File: config.mk
export PLATFORM = sky130hd
export DESIGN_NAME = asf_serial
export DESIGN_NICKNAME = d
export VERILOG_FILES = /design/src/logic/asf_pkg.sv /design/src/logic/asf_serial.sv
export SDC_FILE = /design/constraint.sdc
export NUM_CORES = 1
export LEC_CHECK = 0
export BUFFER_PORTS_ARGS = -buffer_cell sky130_fd_sc_hd__buf_2
export CAP_MARGIN = 20
export CORE_MARGIN = 2
export CORE_UTILIZATION = 55
export DETAILED_ROUTE_END_ITERATION = 12
export GPL_TIMING_DRIVEN = 0
export PLACE_DENSITY = 0.8
export SLEW_MARGIN = 40
export SYNTH_ARGS = -nofsm -noshare
export SYNTH_HDL_FRONTEND = slang
export SYNTH_SLANG_ARGS = --single-unit
export TNS_END_PERCENT = 5
File: constraint.sdc
create_clock -name CLOCK -period 2.6 [get_ports CLOCK]
set_clock_uncertainty 0.05 [all_clocks]
set_input_delay 0.26 -clock CLOCK [delete_from_list [all_inputs] [get_ports CLOCK]]
set_output_delay 0.26 -clock CLOCK [all_outputs]
set_load 0.02 [all_outputs]
File: src/logic/asf_pkg.sv
//
// Behaviour
// - Frame opens with one low start bit
// - Stop period one or two high bits
// - Seven or eight data bits, optional parity
// - Mode bits select 7-bit or 8-bit async
// - Parity enable inserts and checks parity bit
// - Parity kind one is odd, zero even
// - Bit order select: LSB or MSB first
// - Separate transmit and receive shift registers
// - Pins stay port pins until serial enabled
// - Clock and ready pins stay port pins
// - Two-bit field picks shift clock source
// - Stop and bit-order bits share one address with enables
// - Transmit enable zero resets the transmitter
// - Seven-bit mode ignores top data bit
// - Trigger starts clock, start bit on edge
// - One new bit per OVERSAMPLE shift clock edges
// - Line held high after frame until start
// - Frame end sets transmit done flag
// - Parity makes ones count even or odd
`default_nettype none

package asf_pkg;

   // ****************************************************************
   // Register map
   // ****************************************************************
   localparam logic [7:0] ADDR_CTRL   = 8'h00;
   localparam logic [7:0] ADDR_CFG    = 8'h04;
   localparam logic [7:0] ADDR_TXDATA = 8'h08;
   localparam logic [7:0] ADDR_CMD    = 8'h0C;
   localparam logic [7:0] ADDR_STATUS = 8'h10;
   localparam logic [7:0] ADDR_RXDATA = 8'h14;

   // Control word: pin routing, mode, parity, clock source
   localparam int CTRL_PIN_SEL  = 0;
   localparam int CTRL_MODE_LO  = 1;
   localparam int CTRL_MODE_HI  = 2;
   localparam int CTRL_PAR_EN   = 3;
   localparam int CTRL_PAR_ODD  = 4;
   localparam int CTRL_CSRC_LO  = 5;
   localparam int CTRL_CSRC_HI  = 6;

   localparam int CFG_TX_EN     = 0;
   localparam int CFG_RX_EN     = 1;
   localparam int CFG_TWO_STOP  = 2;
   localparam int CFG_MSB_FIRST = 3;

   localparam int CMD_TX_TRIG   = 0;
   localparam int CMD_RX_ACK    = 1;

   localparam int STAT_TX_DONE  = 0;
   localparam int STAT_RX_FULL  = 1;
   localparam int STAT_PERR     = 2;
   localparam int STAT_FERR     = 3;
   localparam int STAT_OERR     = 4;
   localparam int STAT_TX_BUSY  = 5;

   localparam logic [7:0] CTRL_RST = 8'h00;
   localparam logic [7:0] CFG_RST  = 8'h00;

   // ****************************************************************
   // Clock sources, pins, timing
   // ****************************************************************
   localparam logic [1:0] CSRC_TIMER = 2'h0;
   localparam logic [1:0] CSRC_OSC1  = 2'h1;
   localparam logic [1:0] CSRC_OSC2  = 2'h2;
   localparam logic [1:0] CSRC_OSC4  = 2'h3;

   localparam int PIN_SIN  = 0;
   localparam int PIN_SOUT = 1;
   localparam int PIN_SCLK = 2;
   localparam int PIN_RDY  = 3;

   localparam int OVERSAMPLE = 16;
   localparam int CNT_W      = 8;

   localparam logic [1:0] RESP_OKAY   = 2'h0;
   localparam logic [1:0] RESP_SLVERR = 2'h2;

   // ****************************************************************
   // Types
   // ****************************************************************
   typedef enum logic [2:0] {
      TX_IDLE   = 3'h0,
      TX_WAIT   = 3'h1,
      TX_START  = 3'h2,
      TX_DATA   = 3'h3,
      TX_PARITY = 3'h4,
      TX_STOP   = 3'h5
   } asf_tx_state_t;

   typedef enum logic [2:0] {
      RX_IDLE   = 3'h0,
      RX_START  = 3'h1,
      RX_DATA   = 3'h2,
      RX_PARITY = 3'h3,
      RX_STOP   = 3'h4
   } asf_rx_state_t;

   typedef struct packed {
      logic [3:0] o;
      logic [3:0] oe;
   } asf_pad_t;

   // Whole module state; all-zero is the reset value
   typedef struct packed {
      logic             bvalid;
      logic [1:0]       bresp;
      logic             rvalid;
      logic [1:0]       rresp;
      logic [31:0]      rdata;
      logic [7:0]       ctrl;
      logic [7:0]       cfg;
      logic [7:0]       txdata;
      logic [1:0]       osc_div;
      asf_tx_state_t    tx_st;
      logic [CNT_W-1:0] tx_cnt;
      logic [3:0]       tx_bits;
      logic             tx_stops;
      logic [7:0]       tx_sh;
      logic             tx_par;
      logic             tx_low;
      logic             tx_done;
      asf_rx_state_t    rx_st;
      logic [CNT_W-1:0] rx_cnt;
      logic [3:0]       rx_bits;
      logic [7:0]       rx_sh;
      logic             rx_par;
      logic [7:0]       rx_data;
      logic             rx_full;
      logic             perr;
      logic             ferr;
      logic             oerr;
   } asf_state_t;

endpackage : asf_pkg

`default_nettype wire

File: src/logic/asf_serial.sv
// The register addresses and the AXI4-Lite slave port were chosen for this implementation.
`timescale 1ns/1ps
`default_nettype none

module asf_serial #(
   parameter int OVERSAMPLE = asf_pkg::OVERSAMPLE
) (
   input  wire logic            CLOCK,
   input  wire logic            RST_N,
   input  wire logic            S_AXI_AWVALID,
   output logic                 S_AXI_AWREADY,
   input  wire logic [7:0]      S_AXI_AWADDR,
   input  wire logic            S_AXI_WVALID,
   output logic                 S_AXI_WREADY,
   input  wire logic [31:0]     S_AXI_WDATA,
   input  wire logic [3:0]      S_AXI_WSTRB,
   output logic                 S_AXI_BVALID,
   input  wire logic            S_AXI_BREADY,
   output logic [1:0]           S_AXI_BRESP,
   input  wire logic            S_AXI_ARVALID,
   output logic                 S_AXI_ARREADY,
   input  wire logic [7:0]      S_AXI_ARADDR,
   output logic                 S_AXI_RVALID,
   input  wire logic            S_AXI_RREADY,
   output logic [31:0]          S_AXI_RDATA,
   output logic [1:0]           S_AXI_RRESP,
   input  wire logic            TIMER_TICK,
   input  wire logic            OSC_TICK,
   input  wire asf_pkg::asf_pad_t PORT_PAD,
   input  wire logic [3:0]      PIN_I,
   output asf_pkg::asf_pad_t    PIN_PAD,
   output logic                 TX_DONE,
   output logic                 RX_FULL
);

   // ****************************************************************
   // Parameter check
   // ****************************************************************
   generate
      if (OVERSAMPLE < 4 || OVERSAMPLE > 256) begin : g_bad_ovs
         $error("OVERSAMPLE must lie in 4..256");
      end
   endgenerate

   localparam logic [asf_pkg::CNT_W-1:0] LAST_TICK =
      asf_pkg::CNT_W'(OVERSAMPLE - 1);
   localparam logic [asf_pkg::CNT_W-1:0] HALF_TICK =
      asf_pkg::CNT_W'(OVERSAMPLE / 2 - 1);

   // ****************************************************************
   // Helpers
   // ****************************************************************
   function automatic logic mapped(input logic [7:0] addr);
      mapped = (addr == asf_pkg::ADDR_CTRL)   ||
               (addr == asf_pkg::ADDR_CFG)    ||
               (addr == asf_pkg::ADDR_TXDATA) ||
               (addr == asf_pkg::ADDR_CMD)    ||
               (addr == asf_pkg::ADDR_STATUS) ||
               (addr == asf_pkg::ADDR_RXDATA);
   endfunction : mapped

   // Word placed so that bit 0 always goes out first
   function automatic logic [7:0] order_word(input logic [7:0] data,
                                             input logic       eight,
                                             input logic       msb);
      logic [7:0] w;
      logic [7:0] r;
      w = eight ? data : {1'b0, data[6:0]};
      r = '0;
      for (int i = 0; i < 8; i++) begin
         r[i] = w[7 - i];
      end
      if (!msb) begin
         order_word = w;
      end else if (eight) begin
         order_word = r;
      end else begin
         order_word = {1'b0, r[7:1]};
      end
   endfunction : order_word

   // ****************************************************************
   // State
   // ****************************************************************
   asf_pkg::asf_state_t q;
   asf_pkg::asf_state_t d;

   logic       tick;
   logic       wr_take;
   logic       rd_take;
   logic [7:0] wb;
   logic       wr_ctrl;
   logic       wr_cfg;
   logic       wr_tx;
   logic       wr_cmd;
   logic       wr_stat;
   logic       async_mode;
   logic       eight;
   logic       par_en;
   logic       par_odd;
   logic       msb_first;
   logic       sin;
   logic [3:0] last_bit;
   logic [7:0] status;

   assign S_AXI_AWREADY = wr_take;
   assign S_AXI_WREADY  = wr_take;
   assign S_AXI_ARREADY = rd_take;
   assign S_AXI_BVALID  = q.bvalid;
   assign S_AXI_BRESP   = q.bresp;
   assign S_AXI_RVALID  = q.rvalid;
   assign S_AXI_RDATA   = q.rdata;
   assign S_AXI_RRESP   = q.rresp;
   assign TX_DONE       = q.tx_done;
   assign RX_FULL       = q.rx_full;

   always_comb begin
      // ****************************************************************
      // Bus slave
      // ****************************************************************
      d          = q;
      async_mode = q.ctrl[asf_pkg::CTRL_MODE_HI];
      eight      = q.ctrl[asf_pkg::CTRL_MODE_LO];
      par_en     = q.ctrl[asf_pkg::CTRL_PAR_EN];
      par_odd    = q.ctrl[asf_pkg::CTRL_PAR_ODD];
      msb_first  = q.cfg[asf_pkg::CFG_MSB_FIRST];
      last_bit   = eight ? 4'h7 : 4'h6;
      status     = {2'h0, (q.tx_st != asf_pkg::TX_IDLE), q.oerr, q.ferr,
                    q.perr, q.rx_full, q.tx_done};

      // Address and data taken together, one write at a time
      wr_take = S_AXI_AWVALID && S_AXI_WVALID && !q.bvalid;
      rd_take = S_AXI_ARVALID && !q.rvalid;
      wb      = S_AXI_WSTRB[0] ? S_AXI_WDATA[7:0] : 8'h00;
      wr_ctrl = wr_take && S_AXI_WSTRB[0] &&
                (S_AXI_AWADDR == asf_pkg::ADDR_CTRL);
      wr_cfg  = wr_take && S_AXI_WSTRB[0] &&
                (S_AXI_AWADDR == asf_pkg::ADDR_CFG);
      wr_tx   = wr_take && S_AXI_WSTRB[0] &&
                (S_AXI_AWADDR == asf_pkg::ADDR_TXDATA);
      wr_cmd  = wr_take && S_AXI_WSTRB[0] &&
                (S_AXI_AWADDR == asf_pkg::ADDR_CMD);
      wr_stat = wr_take && S_AXI_WSTRB[0] &&
                (S_AXI_AWADDR == asf_pkg::ADDR_STATUS);

      if (q.bvalid && S_AXI_BREADY) begin
         d.bvalid = 1'b0;
      end
      if (q.rvalid && S_AXI_RREADY) begin
         d.rvalid = 1'b0;
      end
      if (wr_take) begin
         d.bvalid = 1'b1;
         d.bresp  = mapped(S_AXI_AWADDR) ? asf_pkg::RESP_OKAY
                                         : asf_pkg::RESP_SLVERR;
      end
      if (wr_ctrl) begin
         d.ctrl = {1'b0, wb[6:0]};
      end
      if (wr_cfg) begin
         d.cfg = {4'h0, wb[3:0]};
      end
      if (wr_tx) begin
         d.txdata = wb;
      end
      // Clears first so that a same-cycle hardware set wins
      if (wr_stat) begin
         if (wb[asf_pkg::STAT_TX_DONE]) d.tx_done = 1'b0;
         if (wb[asf_pkg::STAT_PERR])    d.perr    = 1'b0;
         if (wb[asf_pkg::STAT_FERR])    d.ferr    = 1'b0;
         if (wb[asf_pkg::STAT_OERR])    d.oerr    = 1'b0;
      end
      if (wr_cmd && wb[asf_pkg::CMD_RX_ACK]) begin
         d.rx_full = 1'b0;
      end

      if (rd_take) begin
         d.rvalid = 1'b1;
         d.rresp  = asf_pkg::RESP_OKAY;
         case (S_AXI_ARADDR)
            asf_pkg::ADDR_CTRL:   d.rdata = {24'h00_0000, q.ctrl};
            asf_pkg::ADDR_CFG:    d.rdata = {24'h00_0000, q.cfg};
            asf_pkg::ADDR_TXDATA: d.rdata = {24'h00_0000, q.txdata};
            asf_pkg::ADDR_CMD:    d.rdata = 32'h0000_0000;
            asf_pkg::ADDR_STATUS: d.rdata = {24'h00_0000, status};
            asf_pkg::ADDR_RXDATA: d.rdata = {24'h00_0000, q.rx_data};
            default: begin
               d.rdata = 32'h0000_0000;
               d.rresp = asf_pkg::RESP_SLVERR;
            end
         endcase
      end

      // ****************************************************************
      // Shift clock source
      // ****************************************************************
      d.osc_div = q.osc_div + {1'b0, OSC_TICK};
      case (q.ctrl[asf_pkg::CTRL_CSRC_HI:asf_pkg::CTRL_CSRC_LO])
         asf_pkg::CSRC_TIMER: tick = TIMER_TICK;
         asf_pkg::CSRC_OSC1:  tick = OSC_TICK;
         asf_pkg::CSRC_OSC2:  tick = OSC_TICK && q.osc_div[0];
         asf_pkg::CSRC_OSC4:  tick = OSC_TICK && (q.osc_div == 2'h3);
         default:             tick = 1'b0;
      endcase

      // ****************************************************************
      // Transmitter
      // ****************************************************************
      if (wr_cmd && wb[asf_pkg::CMD_TX_TRIG] && async_mode &&
          q.cfg[asf_pkg::CFG_TX_EN] && q.tx_st == asf_pkg::TX_IDLE) begin
         d.tx_sh  = order_word(q.txdata, eight, msb_first);
         d.tx_par = ^order_word(q.txdata, eight, 1'b0) ^ par_odd;
         d.tx_st  = asf_pkg::TX_WAIT;
      end else if (tick) begin
         if (q.tx_st == asf_pkg::TX_WAIT) begin
            d.tx_st  = asf_pkg::TX_START;
            d.tx_low = 1'b1;
            d.tx_cnt = '0;
         end else if (q.tx_st != asf_pkg::TX_IDLE) begin
            if (q.tx_cnt != LAST_TICK) begin
               d.tx_cnt = q.tx_cnt + 1'b1;
            end else begin
               d.tx_cnt = '0;
               case (q.tx_st)
                  asf_pkg::TX_START: begin
                     d.tx_st   = asf_pkg::TX_DATA;
                     d.tx_bits = 4'h0;
                     d.tx_low  = ~q.tx_sh[0];
                  end
                  asf_pkg::TX_DATA: begin
                     d.tx_sh = q.tx_sh >> 1;
                     if (q.tx_bits != last_bit) begin
                        d.tx_bits = q.tx_bits + 1'b1;
                        d.tx_low  = ~q.tx_sh[1];
                     end else if (par_en) begin
                        d.tx_st  = asf_pkg::TX_PARITY;
                        d.tx_low = ~q.tx_par;
                     end else begin
                        d.tx_st    = asf_pkg::TX_STOP;
                        d.tx_low   = 1'b0;
                        d.tx_stops = q.cfg[asf_pkg::CFG_TWO_STOP];
                     end
                  end
                  asf_pkg::TX_PARITY: begin
                     d.tx_st    = asf_pkg::TX_STOP;
                     d.tx_low   = 1'b0;
                     d.tx_stops = q.cfg[asf_pkg::CFG_TWO_STOP];
                  end
                  asf_pkg::TX_STOP: begin
                     if (q.tx_stops) begin
                        d.tx_stops = 1'b0;
                     end else begin
                        d.tx_st   = asf_pkg::TX_IDLE;
                        d.tx_done = 1'b1;
                     end
                  end
                  default: d.tx_st = asf_pkg::TX_IDLE;
               endcase
            end
         end
      end
      if (!q.cfg[asf_pkg::CFG_TX_EN]) begin
         d.tx_st  = asf_pkg::TX_IDLE;
         d.tx_low = 1'b0;
         d.tx_cnt = '0;
      end

      // ****************************************************************
      // Receiver, own shift register for full duplex
      // ****************************************************************
      sin = q.ctrl[asf_pkg::CTRL_PIN_SEL] ? PIN_I[asf_pkg::PIN_SIN]
                                          : 1'b1;
      if (tick && async_mode) begin
         case (q.rx_st)
            asf_pkg::RX_IDLE: begin
               if (!sin) begin
                  d.rx_st  = asf_pkg::RX_START;
                  d.rx_cnt = '0;
               end
            end
            asf_pkg::RX_START: begin
               // Mid-bit recheck rejects short glitches
               if (q.rx_cnt != HALF_TICK) begin
                  d.rx_cnt = q.rx_cnt + 1'b1;
               end else if (sin) begin
                  d.rx_st = asf_pkg::RX_IDLE;
               end else begin
                  d.rx_st   = asf_pkg::RX_DATA;
                  d.rx_cnt  = '0;
                  d.rx_bits = 4'h0;
                  d.rx_par  = 1'b0;
                  d.rx_sh   = 8'h00;
               end
            end
            default: begin
               if (q.rx_cnt != LAST_TICK) begin
                  d.rx_cnt = q.rx_cnt + 1'b1;
               end else begin
                  d.rx_cnt = '0;
                  if (q.rx_st == asf_pkg::RX_DATA) begin
                     d.rx_par = q.rx_par ^ sin;
                     d.rx_sh  = msb_first ? {q.rx_sh[6:0], sin}
                                          : {sin, q.rx_sh[7:1]};
                     if (q.rx_bits != last_bit) begin
                        d.rx_bits = q.rx_bits + 1'b1;
                     end else begin
                        d.rx_st = par_en ? asf_pkg::RX_PARITY
                                         : asf_pkg::RX_STOP;
                     end
                  end else if (q.rx_st == asf_pkg::RX_PARITY) begin
                     d.rx_par = q.rx_par ^ sin;
                     d.rx_st  = asf_pkg::RX_STOP;
                  end else begin
                     d.rx_st   = asf_pkg::RX_IDLE;
                     d.rx_data = (!msb_first && !eight) ? q.rx_sh >> 1
                                                        : q.rx_sh;
                     if (!sin) d.ferr = 1'b1;
                     if (par_en && (q.rx_par ^ par_odd)) begin
                        d.perr = 1'b1;
                     end
                     // A same-cycle acknowledge still counts as overrun
                     if (q.rx_full) d.oerr = 1'b1;
                     d.rx_full = 1'b1;
                  end
               end
            end
         endcase
      end
      if (!q.cfg[asf_pkg::CFG_RX_EN] || !async_mode) begin
         d.rx_st = asf_pkg::RX_IDLE;
         d.rx_cnt = '0;
      end
      if (!q.cfg[asf_pkg::CFG_RX_EN]) begin
         d.perr    = 1'b0;
         d.ferr    = 1'b0;
         d.oerr    = 1'b0;
         d.rx_full = 1'b0;
      end
   end

   always_ff @(posedge CLOCK or negedge RST_N) begin
      if (!RST_N) begin
         q <= '0;
      end else begin
         q <= d;
      end
   end

   // ****************************************************************
   // Pins
   // ****************************************************************
   always_comb begin
      PIN_PAD = PORT_PAD;
      if (q.ctrl[asf_pkg::CTRL_PIN_SEL]) begin
         PIN_PAD.o[asf_pkg::PIN_SIN]   = 1'b0;
         PIN_PAD.oe[asf_pkg::PIN_SIN]  = 1'b0;
         PIN_PAD.o[asf_pkg::PIN_SOUT]  = ~q.tx_low;
         PIN_PAD.oe[asf_pkg::PIN_SOUT] = 1'b1;
      end
   end

endmodule : asf_serial

`default_nettype wire

---- Yosys cells after proc, flatten, opt, wreduce, memory -nomap -nowiden ----
Cells that the tools add are included.
storage, ports and cells
  bits in registers ....................... 122
  output and inout bits ................... 51
  input bits .............................. 73
operators by class
  reduce and logical (&&, ||, !) cells .... 65
  $add $sub $neg .......................... 5
  bitwise logic cells ..................... 15
  eq/ne operators ......................... 50
  muxes and demuxes ....................... 87
operators by type and width
  cell                                                  count
  2-to-1 mux 8 bit                                      12
  2-to-1 mux 13 bit                                     4
  2-to-1 mux 12 bit                                     4
  2-to-1 mux 24 bit                                     2
  2-to-1 mux 11 bit                                     4
  one-hot mux 8 bit (5 select lines)                    1
  2-to-1 mux 3 bit                                      12
  2-to-1 mux 36 bit                                     1
  2-to-1 mux 35 bit                                     1
  equality test 8 x 4 -> 1 bit (second input constant)  4
  equality test 8 x 5 -> 1 bit (second input constant)  4
  one-hot mux 13 bit (2 select lines)                   1
  2-to-1 mux 1 bit                                      25
  2-to-1 mux 25 bit                                     1
  AND reduction 5 bit                                   5
  one-hot mux 11 bit (2 select lines)                   1
  logical AND 1 bit                                     21
  2-to-1 mux 21 bit                                     1
  2-to-1 mux 2 bit                                      9
  nonzero test 2 bit                                    9
  adder 8 x 1 -> 8 bit (second input constant)          2
  equality test 8 x 3 -> 1 bit (second input constant)  2
  logical NOT 8 bit                                     2
  != test 2 bit (second input constant)                 8
  other kinds (37)                                      86

---- Longest topological paths before layout ----
Gate-level depths: netlist of the first run.
  depth after elaboration ................. 13
  depth in mapped cells ................... 7

---- Least setup slack after synthesis of the first run ----
No wires, ideal clock.
  path kind ............................... register -> register
  from .................................... reg q[29] in the netlist's numbering
  to ...................................... reg q[22] in the netlist's numbering
  data arrival time ....................... 1.997 ns
  path buffers ............................ 1
  cell stages (with the launch flop) ...... 7
  setup slack ............................. 0.474 ns
  clock period less this slack ............ 2.126 ns
  required time ........................... 2.471 ns
  cell sequence ........................... dfrtp_1 or4_1 buf_6 or2_2 nor2_1 and3_1 mux2i_1
between the ends
  word-level cells in the longest chain between the ends .. 3
ends and longest elaborated chain
  element                                                            line                                  RTL
  start, declared                                                    asf_serial.sv:85                      asf_pkg::asf_state_t q;
  start signal, assigned                                             asf_serial.sv:343                     q <= '0;
  start signal, assigned                                             asf_serial.sv:345                     q <= d;
  != test 8 x 4 -> 1 bit or != test 8 x 3 -> 1 bit (tied branches)   asf_serial.sv:296, asf_serial.sv:283
  != test 2 x 1 -> 1 bit (no line) or != test 2 bit (tied branches)  -
  AND reduction 7 bit (no line) *                                    -
Mark *: on every way between the ends. The rest lies on a longest branch, timed or not.
A chain may end at the register's enable or synchronous reset.

---- Worst setup path after layout of the first run ----
  from .................................... reg q[29] in the netlist's numbering
  to ...................................... reg q[17] in the netlist's numbering
between the ends
  word-level cells in the longest chain between the ends .. 3
ends and longest elaborated chain
  element                                                            line
  != test 8 x 4 -> 1 bit or != test 8 x 3 -> 1 bit (tied branches)   asf_serial.sv:296, asf_serial.sv:283
  != test 2 x 1 -> 1 bit (no line) or != test 2 bit (tied branches)  -
  AND reduction 6 bit (no line) *                                    -
Marks and branches as above.

==> results by group, run 1 <==
Run status
  • Status: completed

Final layout
  • Ant diodes: 0
  • Commonest non-fill, non-tap cells in the layout: dfrtp_1 (96), nand2_1 (84), buf_2 (63), o21ai_0 (53), buf_4 (41)
  • Share of cells above drive strength 1: 0.203
  • Filler Cells Inserted: 839
  • Leading cell type in the layout, fill and taps excluded: dfrtp_1
  • Final net count: 825
  • Post-route cell area: 6680 sq um
  • Synthesis-to-finish area growth: 14.5%

Pwr
  • Reg power frac: 0.503
  • Clock Power Share: 0.302
  • Cell Pwr Density: 510 nW/um^2
  • Psw: 1.08 mW
  • Maximum vdd drop: 0.410 mV
  • Sw Share: 0.316
  • Leakage: 3.00 nW
  • Internal power: 2.33 mW
  • Combinational Power Share: 0.195

Logic synthesis
  • Synth Register Bits: 96
  • Synthesized area: 5840 sq um
  • Post-synthesis simple-gate area fraction: 0.191
  • Main combinational cell family by area after synthesis: compound AO/OA/AOI/OAI gates
  • Number of synthesized flops with an enable pin: 0
  • Proportion of synthesized area in mux cells: 0.0695
  • Area share of xor/xnor cells in the synthesized design: 0.0210
  • Seq/Total Area, Yosys: 0.412
  • Dominant synthesized flop cell: dfrtp_1
  • Ys async rst share: 1.00
  • Ys Warns: 0
  • Synth Area in Compound Gates: 0.210
  • Adder-Cell Fraction of Synth Area: 0.0107
  • Avg Cell Area, Syn: 9.03 sq um
  • Cell variety after synth: 76
  • Post-Synthesis Cells: 646

Clock network
  • CTS tree: built
  • Longest Clk Path Bufs: 2
  • CTS clk-pin slew, worst paths: 100 ps
  • Worst skew pair latency: 380 ps
  • Clock sinks: 96
  • Root Buffer: clkbuf_8
  • H-tree levels: 3
  • Num CTS Buffers: 9

Timing
  • Final Critical Period: 2380 ps
  • Final setup vio count: 0
  • Worst-Margin Slew: 820 ps
  • Period Utilization, post-route: 0.915
  • FMAX: 0.420 GHz
  • Max Slew Vio Count: 0
  • Post-Route Setup TNS: 0 ps
  • Final hold vios: 0
  • RSZ-0062 raised after global routing: false
  • Rel. slew slack: 0.449

Floorplanning
  • Num rows: 37
  • Chip width: 107 um
  • Initial Util: 0.565
  • Die area: 11,500 sq um
  • I/O Pins: 124
  • Die Height: 107 um
  • Core box area: 10,300 sq um

Place
  • DP Area: 6450 sq um
  • RePlAce Congestion: 0.903
  • DP HPWL: 10.7 mm
  • IO buf count: 62

Route
  • DRC viols: 0
  • Via/cell ratio: 5.85
  • Final WL: 14.2 mm
  • Average wire per standard cell: 16.0 um
  • Drt pass-1 iters: 5
  • Starting DRC count in detailed routing: 415
  • Vias post-DR: 5,192
  • Routed Antenna Nets: 0

Worst setup path
  • Startpoint types: flop
  • CP max FO: 8
  • Crit path buf inv count: 1
  • Critical Path RT: 2850 ps
  • Crit path DAT: 2630 ps
  • WS Path Type: flop to flop
  • Crit. End Element: flop
  • Delay-heaviest family, CP: simple AND/OR/NAND/NOR gates
  • Crit-path cells: or4_1, buf_6, nor3_1, o211ai_1, o2bb2ai_1
  • CP max-delay cell: or4_1
  • Crit path largest cell delay: 550 ps

GRT
  • Initial antenna violation count: 0
  • Global Route Usage Sum: 0.259
  • Vias in the first global route: 4,833
  • Grt total ovfl: 0
  • First-pass GRT wire length: 23.5 mm
  • Largest net degree at the start of global routing: 70

Flow run
  • Max_cap viols: 0

Hold path
  • Worst min-delay path class: input pin to flop
## stage by stage
stage                     setup WS (ps)  hold WS, ps  power [mW]  utilization  cells
after floorplan                     474        -85.6        2.18            -    671
after global placement              138          385        2.36        0.621    869
after detailed placement            141         73.5        2.39        0.625    870
after CTS                          96.3         5.41        3.41        0.646    888
after global routing               23.4         33.7        3.58        0.647    888
final                               221         19.4        3.40        0.647    888
## worst paths after layout
check	start	to	slack (ps)	cells after the start
max in group asynchronous	RST_N	q[65]	1640	3
worst min register to register	q[38]	q[38]	430	2
worst max-delay path	q[29]	q[17]	220	5
min in group asynchronous	RST_N	S_AXI_BRESP[1]	260	2
worst min-delay path	S_AXI_BREADY	S_AXI_BVALID	20	2
worst max register to register	q[29]	q[17]	220	5
## cell usage after synthesis (4+ instances only)
| cell type | number | share of area |
|---|---|---|
| and3_1 | 6 | 0.0064 |
| nand2_1 | 84 | 0.054 |
| or2_2 | 6 | 0.0064 |
| a21oi_1 | 33 | 0.028 |
| inv_1 | 18 | 0.012 |
| nor2_1 | 32 | 0.021 |
| clkbuf_1 | 25 | 0.016 |
| o21a_1 | 4 | 0.0051 |
| a21boi_0 | 5 | 0.0064 |
| or4_1 | 4 | 0.0051 |
| a211oi_1 | 5 | 0.0064 |
| mux2_2 | 4 | 0.0077 |
| mux2i_1 | 36 | 0.062 |
| a22oi_1 | 8 | 0.010 |
| o2bb2ai_1 | 15 | 0.023 |
| a2bb2oi_1 | 4 | 0.0060 |
| buf_4 | 41 | 0.053 |
| nand3b_1 | 4 | 0.0051 |
| o21ai_0 | 53 | 0.045 |
| ha_1 | 5 | 0.011 |
| dfrtp_1 | 96 | 0.41 |
| nor3_1 | 21 | 0.018 |
| nor2b_1 | 6 | 0.0064 |
| o31ai_1 | 6 | 0.0077 |
| nand3_1 | 22 | 0.019 |
| xor2_1 | 4 | 0.0060 |
| nand2b_1 | 7 | 0.0075 |
| xnor2_1 | 10 | 0.015 |
| nand4_1 | 5 | 0.0054 |
| o211ai_1 | 5 | 0.0064 |
## power groups by stage
stage	clock [mW]	combinational, mW	sequential [mW]
floorplan	0	0.464	1.72
global placement	0	0.628	1.73
detailed placement	0	0.655	1.74
CTS	1.04	0.662	1.71
global route	1.11	0.740	1.73
finish	1.03	0.663	1.71
## area by class of cell
cell class	instances	area [sq um]	area share
Sequential cell	96	2400	0.360
Tap cell	136	170	0.0255
Timing Repair Buffer	65	368	0.0551
Multi-Input combinational cell	487	3040	0.455
Clock buffer	10	128	0.0191
Buffer	70	427	0.0639
Inverter	18	67.6	0.0101
Clock inverter	6	76.3	0.0114
## flip-flops by register name, summed over array words and instances, names as in the netlist
| name | cells |
|---|---|
| par_odd | 1 |
| S_AXI_BRESP | 1 |
| S_AXI_RRESP | 1 |
| TX_DONE | 1 |
| RX_FULL | 1 |
| S_AXI_RDATA | 8 |
| msb_first | 1 |
| q | 77 |
| S_AXI_RVALID | 1 |
| par_en | 1 |
| async_mode | 1 |
| eight | 1 |
| S_AXI_BVALID | 1 |
## logic make-up (layout without fill, tap and decap cells)
group,count (synthesis),in the layout
muxes,40,40
DFF,96,96
and+or+nand+nor,223,223
AOI/OAI and AO/OA,179,179
xor gates and xnor gates,14,14
other,1,26
adders and majority gates,5,5
buffers and inverters,88,169
## repair_timing
item                       4_1_cts  5_1_grt
setup endpoints to repair        0        9
hold endpoints to repair        32        0
setup buffers                    0        0
gates resized for setup          0        2
hold buffers                     2        0
## worst reg2reg max path: stages (launching register included)
cell and delay, ps:
dfrtp_1 440, or4_1 550, buf_6 160, nor3_1 460
o211ai_1 390, o2bb2ai_1 250
## metal layers
layer  part of all wire  global-route usage  vias up
li1                   -                   -     2481
met1               0.44               0.349     2501
met2               0.49               0.425      187
met3              0.058              0.0462       23
met4              0.019              0.0844        0
met5                  0                   0        -
Power figures use the tool's default switching activity.
==> run 2: changes to the inputs <==
PLACE_DENSITY = 0.81   (was 0.8)
==> run 2 against run 1 <==
Compared with the run above: critical path type unchanged; highest routed layer unchanged; non-clock buffer count did not move; die area did not move; core utilization fell by 0.19 points; flip-flop and latch count did not move; largest cell class unchanged; critical path depth rose by 2; clock power fell by 6%; register-to-register slack barely moved; cell count did not move; critical endpoint is now q[4].
==> results by group, run 2 (synthesized netlist as in run 1, its figures left out) <==
GRT
  • Grt total ovfl: 0
  • Initial antenna violation count: 0
  • Met2 GRT Util: 0.428
  • Vias in the first global route: 4,864
  • Met1 GRT Util: 0.350
  • Met3 global-route usage: 0.0498
  • Largest net degree at the start of global routing: 60
  • Global Route Usage Sum: 0.262
  • First-pass GRT wire length: 23.6 mm
  • GRT Max-Usage Layer: met2

Pwr
  • Cell Pwr Density: 502 nW/um^2
  • Leakage: 3.00 nW
  • Maximum vdd drop: 0.267 mV

Timing
  • Rel. slew slack: 0.503
  • Period Utilization, post-route: 0.916
  • Final Critical Period: 2380 ps
  • Final hold vios: 0
  • Worst-Margin Slew: 740 ps
  • Final setup vio count: 0
  • FMAX: 0.420 GHz
  • RSZ-0062 raised after global routing: false
  • Post-Route Setup TNS: 0 ps
  • Max Slew Vio Count: 0

Final layout
  • Ant diodes: 0
  • Register with the most flip-flops: q
  • Max reg flops: 77
  • Final net count: 825
  • Synthesis-to-finish area growth: 14.1%
  • Leading cell type in the layout, fill and taps excluded: dfrtp_1
  • Share of cells above drive strength 1: 0.202
  • Commonest non-fill, non-tap cells in the layout: dfrtp_1 (96), nand2_1 (84), buf_2 (63), o21ai_0 (53), buf_4 (41)
  • Fin cells: 888
  • Post-route cell area: 6660 sq um

Worst setup path
  • Crit path largest cell delay: 550 ps
  • Critical Path RT: 2790 ps
  • WS Path Type: flop to flop
  • Crit path DAT: 2570 ps
  • Crit-path cells: or4_1, buf_6, nor3_1, o21ai_1, clkbuf_1, nand2_1, o21ai_0
  • CP max-delay cell: or4_1
  • Crit. End Element: flop
  • FF-to-FF setup slack: 220 ps
  • CP max FO: 10
  • Startpoint types: flop

Floorplanning
  • Die area: 11,500 sq um
  • Num rows: 37
  • I/O Pins: 124
  • Die Height: 107 um
  • Chip width: 107 um
  • Initial Util: 0.565
  • Core box area: 10,300 sq um

Clock network
  • H-tree levels: 3
  • CTS clk-pin slew, worst paths: 90 ps
  • Num CTS Buffers: 9
  • Root Buffer: clkbuf_8
  • Post-CTS sizing: 0
  • Longest Clk Path Bufs: 2
  • Setup bufs post-CTS: 0
  • CTS tree: built
  • Worst skew pair latency: 370 ps
  • Clock sinks: 96

Route
  • Final WL: 14.5 mm
  • Starting DRC count in detailed routing: 432
  • Via/cell ratio: 5.81
  • Average wire per standard cell: 16.3 um
  • Routed Antenna Nets: 0
  • DRC viols: 0
  • Drt pass-1 iters: 6
  • Vias post-DR: 5,160

Place
  • RePlAce Congestion: 0.942
  • DP HPWL: 10.9 mm
  • Inst Count DP: 870
  • DP Area: 6440 sq um
  • IO buf count: 62

Run status
  • Status: completed

Flow run
  • Max_cap viols: 0

Hold path
  • Worst min-delay path class: input pin to flop
run 2: report_power, final:
group	total (mW)	switching, mW	leakage, nW	internal [mW]
clock	0.967	0.536	0.100	0.431
combinational	0.660	0.398	1.65	0.261
sequential	1.71	0.110	1.25	1.60
run 2: layout make-up:
type	count	area (sq um)
Timing Repair Buffer	65	364
Buffer	70	427
Multi-Input combinational cell	487	3040
Inverter	18	67.6
Clock inverter	3	22.5
Tap cell	136	170
Sequential cell	96	2400
Fill cell	879	3660
Clock buffer	13	169
run 2: routing by layer:
metal,vias up,part of all wire
li1,2490,-
met1,2457,0.43
met2,184,0.49
met3,29,0.060
met4,0,0.020
met5,-,0
run 2: through the flow:
step           hold slack, ps  power [mW]   util  setup slack (ps)
2_1_floorplan           -85.6        2.18      -               474
3_5_place_dp              135        2.39  0.624               133
5_1_grt                  28.2        3.50  0.645              14.9
3_3_place_gp              385        2.36  0.621              98.0
6_report                 27.4        3.34  0.645               219
4_1_cts                  19.9        3.34  0.645              87.4
run 2: path summary, 6_finish.rpt:
| path | start | end | cells past startpoint |
|---|---|---|---|
| worst max register to register | q[29] | q[4] | 7 |
| worst min-delay path | S_AXI_BREADY | S_AXI_BVALID | 2 |
| min in group asynchronous | RST_N | S_AXI_BRESP[1] | 2 |
| max in group asynchronous | RST_N | async_mode | 3 |
| worst min register to register | q[38] | q[38] | 2 |
| worst max-delay path | q[29] | q[4] | 7 |
run 2: repair_timing:
item / CTS / global route
hold buffers: 2 / 0
endpoints found under the hold margin: 38 / 0
endpoints found under the setup margin: 0 / 0
run 2: worst max-delay path: cells and delay by family, from the launching register on:
family / cells / cell delay [ps]
AOI/OAI and AO/OA: 2 / 380
and+or+nand+nor: 3 / 940
DFF: 1 / 430
buffers and inverters: 2 / 450
==> run 3: changes to the inputs <==
ABC_AREA = 1   (was not set)
==> run 3 against run 2 <==
Compared with the run above: critical path depth is 2 lower; combinational power is 45% lower; final area is 8.2% higher; die area is 7.7% higher; via count is 15% higher; first-iteration DRC count is 11% higher; register-to-register slack better by 470 ps; synthesized cell count is 35% higher; global-route usage is 1.5 points lower; sequential power is 9% lower; hold slack better by 19 ps; critical path type is now flop to primary output; critical endpoint is now S_AXI_ARREADY; largest power group unchanged.
==> results by group, run 3 <==
Worst setup path
  • Critical Path RT: 2290 ps
  • CP max FO: 10
  • Worst R2R Start: q[86]
  • CP endpoint: S_AXI_ARREADY
  • WS Path Type: flop to primary output
  • Delay-heaviest family, CP: buffers and inverters
  • Setup crit start: S_AXI_RVALID
  • Critical path depth: 5
  • RR Endpoint: q[62]
  • Crit path DAT: 1850 ps
  • FF-to-FF setup slack: 690 ps
  • Crit path buf inv count: 4
  • R2r worst-path depth: 9
  • Crit. End Element: primary output
  • Startpoint types: flop
  • CP max-delay cell: clkbuf_1
  • Crit-path cells: inv_1, nand2_1, clkbuf_1, clkinv_1, buf_2
  • Crit path largest cell delay: 380 ps

Clock network
  • Longest Clk Path Bufs: 2
  • CTS clk-pin slew, worst paths: 60 ps
  • Root Buffer: clkbuf_16
  • Clock sinks: 96
  • CTS tree: built
  • Num CTS Buffers: 9
  • H-tree levels: 3
  • Setup bufs post-CTS: 0
  • Worst skew pair latency: 350 ps

Floorplanning
  • Chip width: 111 um
  • Die area: 12,300 sq um
  • Core box area: 11,300 sq um
  • Die Height: 111 um
  • Initial Util: 0.557
  • I/O Pins: 124
  • Num rows: 39

Pwr
  • Maximum vdd drop: 0.311 mV
  • Cell Pwr Density: 442 nW/um^2
  • Leakage: 3.66 nW

Final layout
  • Register with the most flip-flops: q
  • Max reg flops: 77
  • Synthesis-to-finish area growth: 14.4%
  • Ant diodes: 0
  • Leading cell type in the layout, fill and taps excluded: nand2_1
  • Final net count: 1,053
  • Share of cells above drive strength 1: 0.176
  • Commonest non-fill, non-tap cells in the layout: nand2_1 (233), inv_1 (99), dfrtp_1 (96), nand3_1 (92), o21ai_0 (80)

Timing
  • Final hold vios: 0
  • Post-Route Setup TNS: 0 ps
  • FMAX: 0.463 GHz
  • Period Utilization, post-route: 0.831
  • Max Slew Vio Count: 0
  • Final Critical Period: 2160 ps
  • Worst hold slack: 46.1 ps
  • Rel. slew slack: 0.624
  • RSZ-0062 raised after global routing: false
  • Final setup vio count: 0
  • Worst-Margin Slew: 560 ps

Logic synthesis
  • Ys Warns: 0
  • Avg Cell Area, Syn: 7.20 sq um
  • Synthesized area: 6300 sq um
  • Ys async rst share: 1.00
  • Most instantiated cells after synthesis: nand2_1 (233), inv_1 (99), dfrtp_1 (96)
  • Synth top area cells: dfrtp_1 (38%), nand2_1 (14%), nand3_1 (7.3%)
  • Seq/Total Area, Yosys: 0.381
  • Post-Synthesis Cells: 875
  • Cell variety after synth: 42
  • Synth Register Bits: 96
  • Area share of the largest cell type after synthesis: 0.381
  • Dominant synthesized flop cell: dfrtp_1
  • Area leader, netlist: dfrtp_1
  • Count leader, synth: nand2_1
  • Number of synthesized flops with an enable pin: 0

Route
  • Vias post-DR: 5,914
  • Starting DRC count in detailed routing: 480
  • Final WL: 14.7 mm
  • Drt pass-1 iters: 5
  • DRC viols: 0
  • Routed Antenna Nets: 0
  • Average wire per standard cell: 13.1 um
  • Via/cell ratio: 5.27

Hold path
  • Worst min-delay path class: input pin to flop
  • HP Start: S_AXI_RREADY

GRT
  • Grt total ovfl: 0
  • Largest net degree at the start of global routing: 50
  • Global Route Usage Sum: 0.247
  • First-pass GRT wire length: 24.9 mm
  • Vias in the first global route: 5,373
  • Initial antenna violation count: 0

Run status
  • Status: completed

Flow run
  • Max_cap viols: 0

Place
  • DP HPWL: 11.1 mm
  • IO buf count: 62
  • RePlAce Congestion: 0.880
run 3: layer usage:
layer / track usage / routed length [um] / part of all wire / up-vias
met2: 0.406 / 6760 / 0.46 / 221
met4: 0.0864 / 363 / 0.025 / 0
li1: - / - / - / 2974
met5: 0 / 0 / 0 / -
met3: 0.0399 / 967 / 0.066 / 32
met1: 0.333 / 6650 / 0.45 / 2687
run 3: cells by family after synthesis:
logic type / count (synthesis) / share of synthesized area
fa+ha+maj: 5 / 0.00993
mux: 1 / 0.00159
simple gates: 461 / 0.344
buf+inv: 167 / 0.129
other cells: 1 / 0.000595
flops: 96 / 0.381
xor+xnor: 16 / 0.0222
compound gates: 128 / 0.111
run 3: layout make-up:
type | instances | area, sq um
Buffer | 57 | 394
Timing Repair Buffer | 64 | 358
Multi-Input combinational cell | 637 | 3180
Fill cell | 1004 | 4110
Tap cell | 143 | 179
Clock inverter | 5 | 32.5
Clock buffer | 11 | 243
Sequential cell | 96 | 2400
Inverter | 110 | 418
run 3: report_power, final:
part | internal [mW] | switching (mW)
Sequential | 1.53 | 0.0243
Clock | 0.674 | 0.583
Combinational | 0.145 | 0.221
run 3: worst min-delay path by stage:
stage               cells after the start           end
finish                                  2  S_AXI_RVALID
global route                            2  S_AXI_RVALID
CTS                                     2  S_AXI_RVALID
detailed placement                      1  S_AXI_RVALID
global placement                        2  S_AXI_RVALID
floorplan                               0       RX_FULL
run 3: repair_timing:
action,4_1_cts,5_1_grt
hold endpoints to repair,47,0
endpoints found under the setup margin,0,0
resized for setup,0,0
hold buffers,1,0
run 3: stage by stage:
stage | power [mW] | instance area [sq um] | util | setup WS, ps | cells
3_3_place_gp | 1.94 | 6880 | 0.608 | 249 | 1105
6_report | 3.18 | 7210 | 0.637 | 439 | 1123
3_5_place_dp | 1.95 | 6920 | 0.611 | 731 | 1106
5_1_grt | 3.30 | 7210 | 0.637 | 296 | 1123
4_1_cts | 3.20 | 7210 | 0.637 | 426 | 1123
2_1_floorplan | 1.82 | 6390 | - | 976 | 900
